[config.mk]
export PLATFORM = sky130hd
export DESIGN_NAME = d2pi_core
export DESIGN_NICKNAME = d
export VERILOG_FILES = /design/src/core/d2pi_pkg.sv /design/src/core/d2pi_core.sv
export SDC_FILE = /design/constraint.sdc
export NUM_CORES = 2
export LEC_CHECK = 0
export BUFFER_PORTS_ARGS = -buffer_cell sky130_fd_sc_hd__buf_2
export CORE_MARGIN = 3
export CORE_UTILIZATION = 60
export DETAILED_ROUTE_END_ITERATION = 8
export GPL_ROUTABILITY_DRIVEN = 0
export PLACE_DENSITY = 0.76
export SLEW_MARGIN = 30
export SYNTH_ARGS = -nofsm -noshare
export SYNTH_HDL_FRONTEND = slang
export SYNTH_SLANG_ARGS = --single-unit
[constraint.sdc]
create_clock -name sys_clk -period 14 [get_ports sys_clk]
set_input_delay 0 -clock sys_clk [delete_from_list [all_inputs] [get_ports sys_clk]]
set_output_delay 0 -clock sys_clk [all_outputs]
set_load 0.01 [all_outputs]
[src/core/d2pi_pkg.sv]
// Purpose: constants for the double-data-rate DRAM pin interface model
// Assumes: command code is {cs_n, ras_n, cas_n, we_n}
// Notes: mode register reset values select burst of four, termination off
package d2pi_pkg;
  // bus widths and memory shape
  localparam int DQ_W = 16;
  localparam int BYTE_W = 8;
  localparam int BA_W = 3;
  localparam int ADDR_W = 14;
  localparam int N_BANKS = 8;
  localparam int MEM_DEPTH = 256;
  localparam int IDX_W = 8;
  localparam int BEAT_W = 4;
  localparam int SYNC_W = 45;

  // command codes {cs_n, ras_n, cas_n, we_n}
  localparam logic [3:0] CMD_MRS = 4'h0;
  localparam logic [3:0] CMD_REF = 4'h1;
  localparam logic [3:0] CMD_PRE = 4'h2;
  localparam logic [3:0] CMD_ACT = 4'h3;
  localparam logic [3:0] CMD_WR = 4'h4;
  localparam logic [3:0] CMD_RD = 4'h5;
  localparam logic [3:0] CMD_NOP = 4'h7;

  // address field positions
  localparam int AP_BIT = 10;
  localparam int MR_BL_LSB = 0;
  localparam int MR_BT_BIT = 3;
  localparam int EMR1_RTT0_BIT = 2;
  localparam int EMR1_RTT1_BIT = 6;
  localparam int EMR1_DQSN_DIS_BIT = 10;
  localparam int EMR1_RDQS_BIT = 11;

  // field codes
  localparam logic [2:0] BL_CODE_4 = 3'h2;
  localparam logic [2:0] BL_CODE_8 = 3'h3;
  localparam logic [BEAT_W-1:0] BL_BEATS_4 = 4'h4;
  localparam logic [BEAT_W-1:0] BL_BEATS_8 = 4'h8;
  localparam logic [BA_W-1:0] SEL_MR = 3'h0;
  localparam logic [BA_W-1:0] SEL_EMR1 = 3'h1;

  // reset values
  localparam logic [ADDR_W-1:0] MR_RST = 14'h0002;
  localparam logic [ADDR_W-1:0] EMR1_RST = 14'h0000;

  // burst state, gray along idle->write and idle->read
  typedef enum logic [1:0] {
    ST_IDLE = 2'b00,
    ST_WR = 2'b01,
    ST_RD = 2'b10
  } d2pi_state_t;
endpackage

[src/core/d2pi_core.sv]
// Purpose: device-side pin logic of a double-data-rate DRAM: command decode,
//   mode registers, termination, masked writes, strobed read bursts
// Assumes: pins are asynchronous to sys_clk and much slower than it
// Notes: all pins pass a three-stage synchroniser; a change counts once
//   stages two and three agree
`timescale 1ns/1ps
`default_nettype none

// three-stage pin synchroniser; only stages two and three leave
module d2pi_sync #(
  parameter int W = 1
) (
  input wire logic sys_clk,
  input wire logic arst_n,
  input wire logic [W-1:0] d,
  output logic [W-1:0] s2,
  output logic [W-1:0] s3
);
  logic [W-1:0] s1;

  // shift chain
  always_ff @(posedge sys_clk or negedge arst_n) begin
    if (!arst_n) begin
      s1 <= '0;
      s2 <= '0;
      s3 <= '0;
    end else begin
      s1 <= d;
      s2 <= s1;
      s3 <= s2;
    end
  end
endmodule // d2pi_sync

module d2pi_core (
  input wire logic sys_clk,
  input wire logic arst_n,
  input wire logic ck,
  input wire logic ck_n,
  input wire logic cke,
  input wire logic cs_n,
  input wire logic ras_n,
  input wire logic cas_n,
  input wire logic we_n,
  input wire logic [d2pi_pkg::BA_W-1:0] ba,
  input wire logic [d2pi_pkg::ADDR_W-1:0] addr,
  input wire logic odt,
  input wire logic dm_l,
  input wire logic dm_u,
  input wire logic org_x8,
  input wire logic [d2pi_pkg::DQ_W-1:0] dq_in,
  output logic [d2pi_pkg::DQ_W-1:0] dq_out,
  output logic [1:0] dq_oe,
  input wire logic [1:0] dqs_in,
  output logic [1:0] dqs_out,
  output logic [1:0] dqs_n_out,
  output logic [1:0] dqs_oe,
  output logic [1:0] dqs_n_oe,
  output logic odt_term,
  output logic [d2pi_pkg::N_BANKS-1:0] bank_open,
  output logic [d2pi_pkg::ADDR_W-1:0] mode_reg,
  output logic [d2pi_pkg::ADDR_W-1:0] ext_mode_reg1
);
  import d2pi_pkg::*;

  logic [SYNC_W-1:0] pin_s2;
  logic [SYNC_W-1:0] pin_s3;
  logic [SYNC_W-1:0] pin_f;
  logic [SYNC_W-1:0] next_pin_f;
  logic ck_rise, ck_edge, dqsl_edge, dqsu_edge;
  logic [3:0] cmd;
  logic [BA_W-1:0] ba_s;
  logic [ADDR_W-1:0] addr_s;
  logic [DQ_W-1:0] dq_s;
  logic cke_s, odt_s, dml_s, dmu_s, x8_s;
  d2pi_state_t state, next_state;
  logic [BA_W-1:0] bur_bank, next_bur_bank;
  logic [4:0] bur_col, next_bur_col;
  logic bur_ap, next_bur_ap;
  logic [BEAT_W-1:0] cnt_l, next_cnt_l, cnt_u, next_cnt_u;
  logic [BEAT_W-1:0] bl_beats;
  logic dm_en, rdqs_en, next_odt_term;
  logic [N_BANKS-1:0] next_bank_open;
  logic [ADDR_W-1:0] next_mode_reg, next_ext_mode_reg1;
  logic [DQ_W-1:0] next_dq_out;
  logic [1:0] next_dq_oe, next_dqs_out, next_dqs_n_out, next_dqs_oe, next_dqs_n_oe;
  logic we_l, we_u;
  logic [IDX_W-1:0] idx_l, idx_u;
  logic [BYTE_W-1:0] mem_l [MEM_DEPTH];
  logic [BYTE_W-1:0] mem_u [MEM_DEPTH];

  // every pin crosses into sys_clk through three stages
  d2pi_sync #(.W(SYNC_W)) u_sync (
    .sys_clk(sys_clk),
    .arst_n(arst_n),
    .d({ck & ~ck_n, dqs_in, cke, cs_n, ras_n, cas_n, we_n, ba, addr, odt, dm_l,
        dm_u, org_x8, dq_in}),
    .s2(pin_s2),
    .s3(pin_s3)
  );

  // field slices of the agreed levels
  assign dq_s = next_pin_f[15:0];
  assign x8_s = next_pin_f[16];
  assign dmu_s = next_pin_f[17];
  assign dml_s = next_pin_f[18];
  assign odt_s = next_pin_f[19];
  assign addr_s = next_pin_f[33:20];
  assign ba_s = next_pin_f[36:34];
  assign cmd = next_pin_f[40:37];
  assign cke_s = next_pin_f[41];

  // every bit moves only when stages two and three agree, so a pin caught
  // mid-change by the first stage never shows a one-cycle glitch
  always_comb begin
    next_pin_f = (~(pin_s2 ^ pin_s3) & pin_s3) | ((pin_s2 ^ pin_s3) & pin_f);
  end

  // edge flags: ck high and ck_n low marks the rising crossing
  assign ck_rise = next_pin_f[44] & ~pin_f[44];
  assign ck_edge = next_pin_f[44] ^ pin_f[44];
  assign dqsl_edge = next_pin_f[42] ^ pin_f[42];
  assign dqsu_edge = next_pin_f[43] ^ pin_f[43];

  // option decode from the mode registers
  assign bl_beats = (mode_reg[MR_BL_LSB +: 3] == BL_CODE_8) ? BL_BEATS_8 : BL_BEATS_4;
  assign rdqs_en = x8_s & ext_mode_reg1[EMR1_RDQS_BIT];
  assign dm_en = ~rdqs_en;

  // burst word index, sequential or interleaved wrap inside the burst
  function automatic logic [IDX_W-1:0] beat_idx(input logic [BA_W-1:0] bk,
      input logic [4:0] col, input logic [BEAT_W-1:0] beat, input logic bl8,
      input logic ilv);
    logic [2:0] ofs;
    ofs = ilv ? (col[2:0] ^ beat[2:0]) : (col[2:0] + beat[2:0]);
    if (!bl8) begin
      ofs[2] = col[2];
    end
    beat_idx = {bk, col[4:3], ofs};
  endfunction

  assign idx_l = beat_idx(bur_bank, bur_col, cnt_l, bl_beats == BL_BEATS_8,
      mode_reg[MR_BT_BIT]);
  assign idx_u = beat_idx(bur_bank, bur_col, cnt_u, bl_beats == BL_BEATS_8,
      mode_reg[MR_BT_BIT]);

  // command decode, burst sequencing and pin drive
  always_comb begin
    next_state = state;
    next_bur_bank = bur_bank;
    next_bur_col = bur_col;
    next_bur_ap = bur_ap;
    next_cnt_l = cnt_l;
    next_cnt_u = cnt_u;
    next_bank_open = bank_open;
    next_mode_reg = mode_reg;
    next_ext_mode_reg1 = ext_mode_reg1;
    next_odt_term = odt_term;
    next_dq_out = dq_out;
    next_dq_oe = dq_oe;
    next_dqs_out = dqs_out;
    next_dqs_n_out = dqs_n_out;
    next_dqs_oe = dqs_oe;
    next_dqs_n_oe = dqs_n_oe;
    we_l = 1'b0;
    we_u = 1'b0;
    // termination follows the registered input unless disabled
    if (ck_rise) begin
      next_odt_term = odt_s & (ext_mode_reg1[EMR1_RTT0_BIT] |
          ext_mode_reg1[EMR1_RTT1_BIT]);
    end
    // a command is taken at the rising crossing; chip select high masks it
    if (ck_rise && cke_s && !cmd[3]) begin
      unique case (cmd)
        CMD_MRS: begin
          if (ba_s == SEL_MR) begin
            next_mode_reg = addr_s;
          end else if (ba_s == SEL_EMR1) begin
            next_ext_mode_reg1 = addr_s;
          end
        end
        CMD_ACT: begin
          next_bank_open[ba_s] = 1'b1;
        end
        CMD_PRE: begin
          if (addr_s[AP_BIT]) begin
            next_bank_open = '0;
          end else begin
            next_bank_open[ba_s] = 1'b0;
          end
        end
        CMD_WR, CMD_RD: begin
          if (state == ST_IDLE && bank_open[ba_s]) begin
            next_state = (cmd == CMD_WR) ? ST_WR : ST_RD;
            next_bur_bank = ba_s;
            next_bur_col = addr_s[4:0];
            next_bur_ap = addr_s[AP_BIT];
            next_cnt_l = '0;
            next_cnt_u = '0;
          end
        end
        default: begin
        end
      endcase
    end
    unique case (state)
      ST_IDLE: begin
      end
      ST_WR: begin
        // lower strobe times bits 0-7 (all data on eight-bit parts)
        if (dqsl_edge && cnt_l != bl_beats) begin
          we_l = ~(dm_en & dml_s);
          next_cnt_l = cnt_l + 4'h1;
        end
        // upper strobe times bits 8-15 on sixteen-bit parts
        if (!x8_s && dqsu_edge && cnt_u != bl_beats) begin
          we_u = ~dmu_s;
          next_cnt_u = cnt_u + 4'h1;
        end
        if (next_cnt_l == bl_beats && (x8_s || next_cnt_u == bl_beats)) begin
          next_state = ST_IDLE;
          if (bur_ap) begin
            next_bank_open[bur_bank] = 1'b0;
          end
        end
      end
      ST_RD: begin
        // one beat per clock crossing, strobe toggles with the data
        if (ck_edge) begin
          if (cnt_l != bl_beats) begin
            next_dq_out = {mem_u[idx_l], mem_l[idx_l]};
            next_dq_oe = x8_s ? 2'h1 : 2'h3;
            next_dqs_out = {2{~cnt_l[0]}};
            next_dqs_n_out = {2{cnt_l[0]}};
            next_dqs_oe = (x8_s && !rdqs_en) ? 2'h1 : 2'h3;
            next_dqs_n_oe = ext_mode_reg1[EMR1_DQSN_DIS_BIT] ? 2'h0 : next_dqs_oe;
            next_cnt_l = cnt_l + 4'h1;
          end else begin
            next_dq_oe = 2'h0;
            next_dqs_oe = 2'h0;
            next_dqs_n_oe = 2'h0;
            next_dqs_out = 2'h0;
            next_dqs_n_out = 2'h0;
            next_state = ST_IDLE;
            if (bur_ap) begin
              next_bank_open[bur_bank] = 1'b0;
            end
          end
        end
      end
      default: begin
        next_state = ST_IDLE;
      end
    endcase
  end

  // control registers
  always_ff @(posedge sys_clk or negedge arst_n) begin
    if (!arst_n) begin
      pin_f <= '0;
      state <= ST_IDLE;
      bur_bank <= '0;
      bur_col <= '0;
      bur_ap <= 1'b0;
      cnt_l <= '0;
      cnt_u <= '0;
      bank_open <= '0;
      mode_reg <= MR_RST;
      ext_mode_reg1 <= EMR1_RST;
      odt_term <= 1'b0;
      dq_out <= '0;
      dq_oe <= 2'h0;
      dqs_out <= 2'h0;
      dqs_n_out <= 2'h0;
      dqs_oe <= 2'h0;
      dqs_n_oe <= 2'h0;
    end else begin
      pin_f <= next_pin_f;
      state <= next_state;
      bur_bank <= next_bur_bank;
      bur_col <= next_bur_col;
      bur_ap <= next_bur_ap;
      cnt_l <= next_cnt_l;
      cnt_u <= next_cnt_u;
      bank_open <= next_bank_open;
      mode_reg <= next_mode_reg;
      ext_mode_reg1 <= next_ext_mode_reg1;
      odt_term <= next_odt_term;
      dq_out <= next_dq_out;
      dq_oe <= next_dq_oe;
      dqs_out <= next_dqs_out;
      dqs_n_out <= next_dqs_n_out;
      dqs_oe <= next_dqs_oe;
      dqs_n_oe <= next_dqs_n_oe;
    end
  end

  // byte-lane storage, written only for unmasked beats, or for every lower-lane beat on eight-bit parts with the redundant strobe on
  always_ff @(posedge sys_clk) begin
    if (we_l) begin
      mem_l[idx_l] <= dq_s[7:0];
    end
    if (we_u) begin
      mem_u[idx_u] <= dq_s[15:8];
    end
  end
endmodule // d2pi_core

`default_nettype wire

==> run summary <==
The flow ran to the end, but the final reports show violations. The final reports fail on DRC. After the first detailed-routing iteration, the DRC count stood at 13,000. Post-CTS repair changed the size of 0 cells. The DRC violation count after routing came out at 2. The number of clock sinks seen by CTS came out at 4,355.

Row generation in the floorplan step produced 193 rows. Max-cap violations in this run came to 0. From left edge to right edge, the die measures 534 µm. For the final database, setup skew stands at 76.0 ps. The clock period minus worst slack was 6370 ps. Walking the worst path, the cells encountered are ha_4, inv_1, fa_1, inv_1, mux2_8, buf_4, buf_12, buf_4, mux4_2, mux2i_1, o22ai_1, nor4_1, nand4_1, o22a_1. The full die area is 285,000 µm². The flop and latch count out of synthesis is 4,355, and the number of buffers inserted by hold repair at cts is 95. The tools report the number of buffers added by the clock tree synthesis step as 421.

Summed over all layers, the routed wires come to 446,000 µm. Summing all non-filler instances in the final layout gives an area of 187,000 µm². The placed instances occupy a cell area of 172,000 µm². By area, the combinational part of the netlist is dominated by multiplexers. For the count of boundary I/O pins, the log shows 111. The mapped netlist covers 167,000 µm². The simple-gate area share of the yosys netlist works out to 0.0270.

The worst slew margin relative to its limit is 0.217. The number of detailed-routing iterations run before antenna repair is 9, and the maximum single-stage delay on the critical path is 700 ps. Data on the critical path arrives at its endpoint at 7160 ps. In this run the post-CTS setup repair buffer count came out at 0. The cell with the biggest individual delay on the critical path is sky130_fd_sc_hd__buf_4. In this run, distinct cell masters in the synthesized netlist total 79. The library cell with the highest instance count after synthesis was sky130_fd_sc_hd__edfxtp_1. The initial core utilization is 0.605, and the overall routing resource usage is 0.315.

In this run the static leakage power is 0.0570 µW. Counting flops with a built-in enable in the synthesized netlist gives 4,096. The run gives 0.773 as the register area share after synthesis. Setup-violating endpoint count in the final report: 0.

The global-route wire length before repair is 635,000 µm, and the peak fanout along the critical path is 112. The run gives 84,300 as the via count of the first global-routing pass. The xor and xnor fraction of the mapped netlist area was 0.000321.

The final worst-path cycle share came out at 0.455. Sorting the synthesized cells by area gives the leading types as sky130_fd_sc_hd__edfxtp_1, sky130_fd_sc_hd__mux4_2, sky130_fd_sc_hd__dfrtp_1. The pin count of the biggest net entering global routing came out at 206. The classification of the worst-slack hold path was primary input to flip-flop. Area share of the leading cell type in the synthesized netlist: 0.735.

The number of nets in the layout is 8,147, and the fraction of final layout cells sized beyond drive strength 1 is 0.253. Number of fill cells in the layout: 16,400. The die is 534 µm tall. The largest registers in the layout are mem_l (2048), mem_u (2048). TritonCTS built the clock tree. Via density per instance: 6.95.

The worst setup path is of the flip-flop to flip-flop kind. The worst setup path is launched from a flip-flop. The detailed-route via count was 84,500. For the final sum of negative setup slack, the log shows 0 ps.

The mux cell area share after synthesis was 0.168; the final number of max-transition violations was 0. The run gives 166 µV as the largest vdd supply drop. Sorting the synthesized cells by how often they occur yields sky130_fd_sc_hd__edfxtp_1, sky130_fd_sc_hd__mux4_2, sky130_fd_sc_hd__nor2_1.

The per-instance average area after synthesis is 21.7 µm². The adder and majority cell fraction of the synthesized area was 0.00366; the number of I/O port buffers was 110. Detailed placement finished with a half-perimeter wire length of 263,000 µm. The initial antenna violation count was 24; the per-cell routed wire length was 36.7 µm.

Counting every net in the synthesized netlist gives 7,771. The transition time at the pin with the least slew margin is 1170 ps, and the number of nets with antenna violations after detailed routing is 0. The core region area was 277,000 µm². The final-report hold violation count came out at 0. Setup repair after global routing left no endpoint under its margin.

Dividing total power by cell area gives a power density of 152 nW/µm². The register clock-pin slew on the reported worst setup and hold paths was 60 ps; the clock latency of the later-clocked register in the worst-skew pair was 950 ps. The tools report the deepest level of the CTS H-tree as 5. The post-synthesis cell count was 7,708; the worst path required time was 14,790 ps. The complex-gate fraction of the synthesized area is 0.0145, and the utilization after layout is 0.676.

Layout-stage area growth over the synthesis result: 11.8%. The most instantiated flip-flop cell in the synthesis netlist is sky130_fd_sc_hd__edfxtp_1. The type of destination of the critical path was a flip-flop.

sky130_fd_sc_hd__edfxtp_1 takes more of the synthesized area than any other cell. Counting along the longest clock path gives a buffer depth of 4. For this run, the number of Yosys warnings is 0. Derived from the worst setup path, the maximum achievable clock frequency is 157 MHz.

The tree is rooted in a sky130_fd_sc_hd__clkbuf_16. The total overflow left after global routing is 0. Share of flip-flops with an asynchronous set or reset after synthesis: 0.0595.
worst max-delay path, delay by kind of cell (launching register included):
family                     cells  cell delay [ps]
and+or+nand+nor                2              910
AOI/OAI and AO/OA              2              470
DFF                            1              530
adders and majority gates      2              620
muxes                          3             1380
buffers and inverters          5             2040
through the flow:
step	worst slack [ps]	total power [µW]	instances	hold slack, ps
3_5_place_dp	7810	17400	11300	18.6
3_3_place_gp	7800	17400	11300	9.69
5_1_grt	7660	29100	12100	260
4_1_cts	7800	28400	12100	210
6_report	7630	28500	12200	263
2_1_floorplan	9430	16500	7708	-296
report_power, final:
part | internal (µW) | switching [µW]
registers | 14500 | 85.6
logic | 968 | 1680
clock network | 6390 | 4830
total | 21900 | 6590
layout by cell type (no fill, tap or decap), types with 34 or more instances in the layout:
cell type,synthesis,final
sky130_fd_sc_hd__buf_2,137,109
sky130_fd_sc_hd__nor4_1,35,34
sky130_fd_sc_hd__a21oi_1,62,62
sky130_fd_sc_hd__edfxtp_1,4096,4096
sky130_fd_sc_hd__nand3_1,62,62
sky130_fd_sc_hd__nand2_1,293,291
sky130_fd_sc_hd__dfrtp_1,258,256
sky130_fd_sc_hd__buf_4,28,127
sky130_fd_sc_hd__clkinv_1,1,86
sky130_fd_sc_hd__bufinv_16,0,38
sky130_fd_sc_hd__clkbuf_1,135,78
sky130_fd_sc_hd__o22ai_1,118,117
sky130_fd_sc_hd__mux4_2,1115,1115
sky130_fd_sc_hd__clkinv_2,0,74
sky130_fd_sc_hd__nor2_1,560,528
sky130_fd_sc_hd__o21ai_0,44,44
sky130_fd_sc_hd__clkbuf_16,0,427
sky130_fd_sc_hd__mux2_2,36,35
sky130_fd_sc_hd__dlygate4sd3_1,0,94
sky130_fd_sc_hd__mux2i_1,256,252
per-layer routing:
layer / GRT usage / part of all wire / vias up
li1: - / - / 32800
met4: 0.172 / 0.066 / 12
met3: 0.0930 / 0.13 / 1265
met5: 0.00167 / 0.00044 / -
met2: 0.478 / 0.47 / 6444
met1: 0.416 / 0.33 / 44000
area by class of cell:
| class | count | area [µm²] | area share |
|---|---|---|---|
| diodes | 28 | 70.1 | 0.000374 |
| clock buffers | 524 | 11200 | 0.0601 |
| clock inverters | 239 | 2320 | 0.0124 |
| inverters | 27 | 101 | 0.000542 |
| multi-input cells | 2900 | 36000 | 0.193 |
| flip-flops and latches | 4355 | 129000 | 0.692 |
| well taps | 3705 | 4640 | 0.0248 |
| repair buffers | 379 | 3250 | 0.0174 |
logic make-up (layout without fill, tap and decap cells):
kind of cell               Yosys count  count (layout)
DFF                               4355            4355
xor gates and xnor gates             4               4
adders and majority gates           56              56
AOI/OAI and AO/OA                  364             364
buffers and inverters              453            1169
other                                0              28
and+or+nand+nor                   1067            1067
muxes                             1409            1409
final timing paths:
kind	startpoint	to	slack (ps)	cells after the start
max reg2reg	cnt_l[0]$_DFF_PN0_	dq_out[8]$_DFFE_PN0P_	7630	14
min in group asynchronous	arst_n	ext_mode_reg1[2]$_DFFE_PN0P_	390	4
max	cnt_l[0]$_DFF_PN0_	dq_out[8]$_DFFE_PN0P_	7630	14
min	dq_in[9]	u_sync.s1[9]$_DFF_PN0_	260	3
min reg2reg	u_sync.s1[41]$_DFF_PN0_	u_sync.s2[41]$_DFF_PN0_	340	0
max in group asynchronous	arst_n	u_sync.s3[3]$_DFF_PN0_	12890	4
No activity file was read; power rests on OpenSTA's default activity.
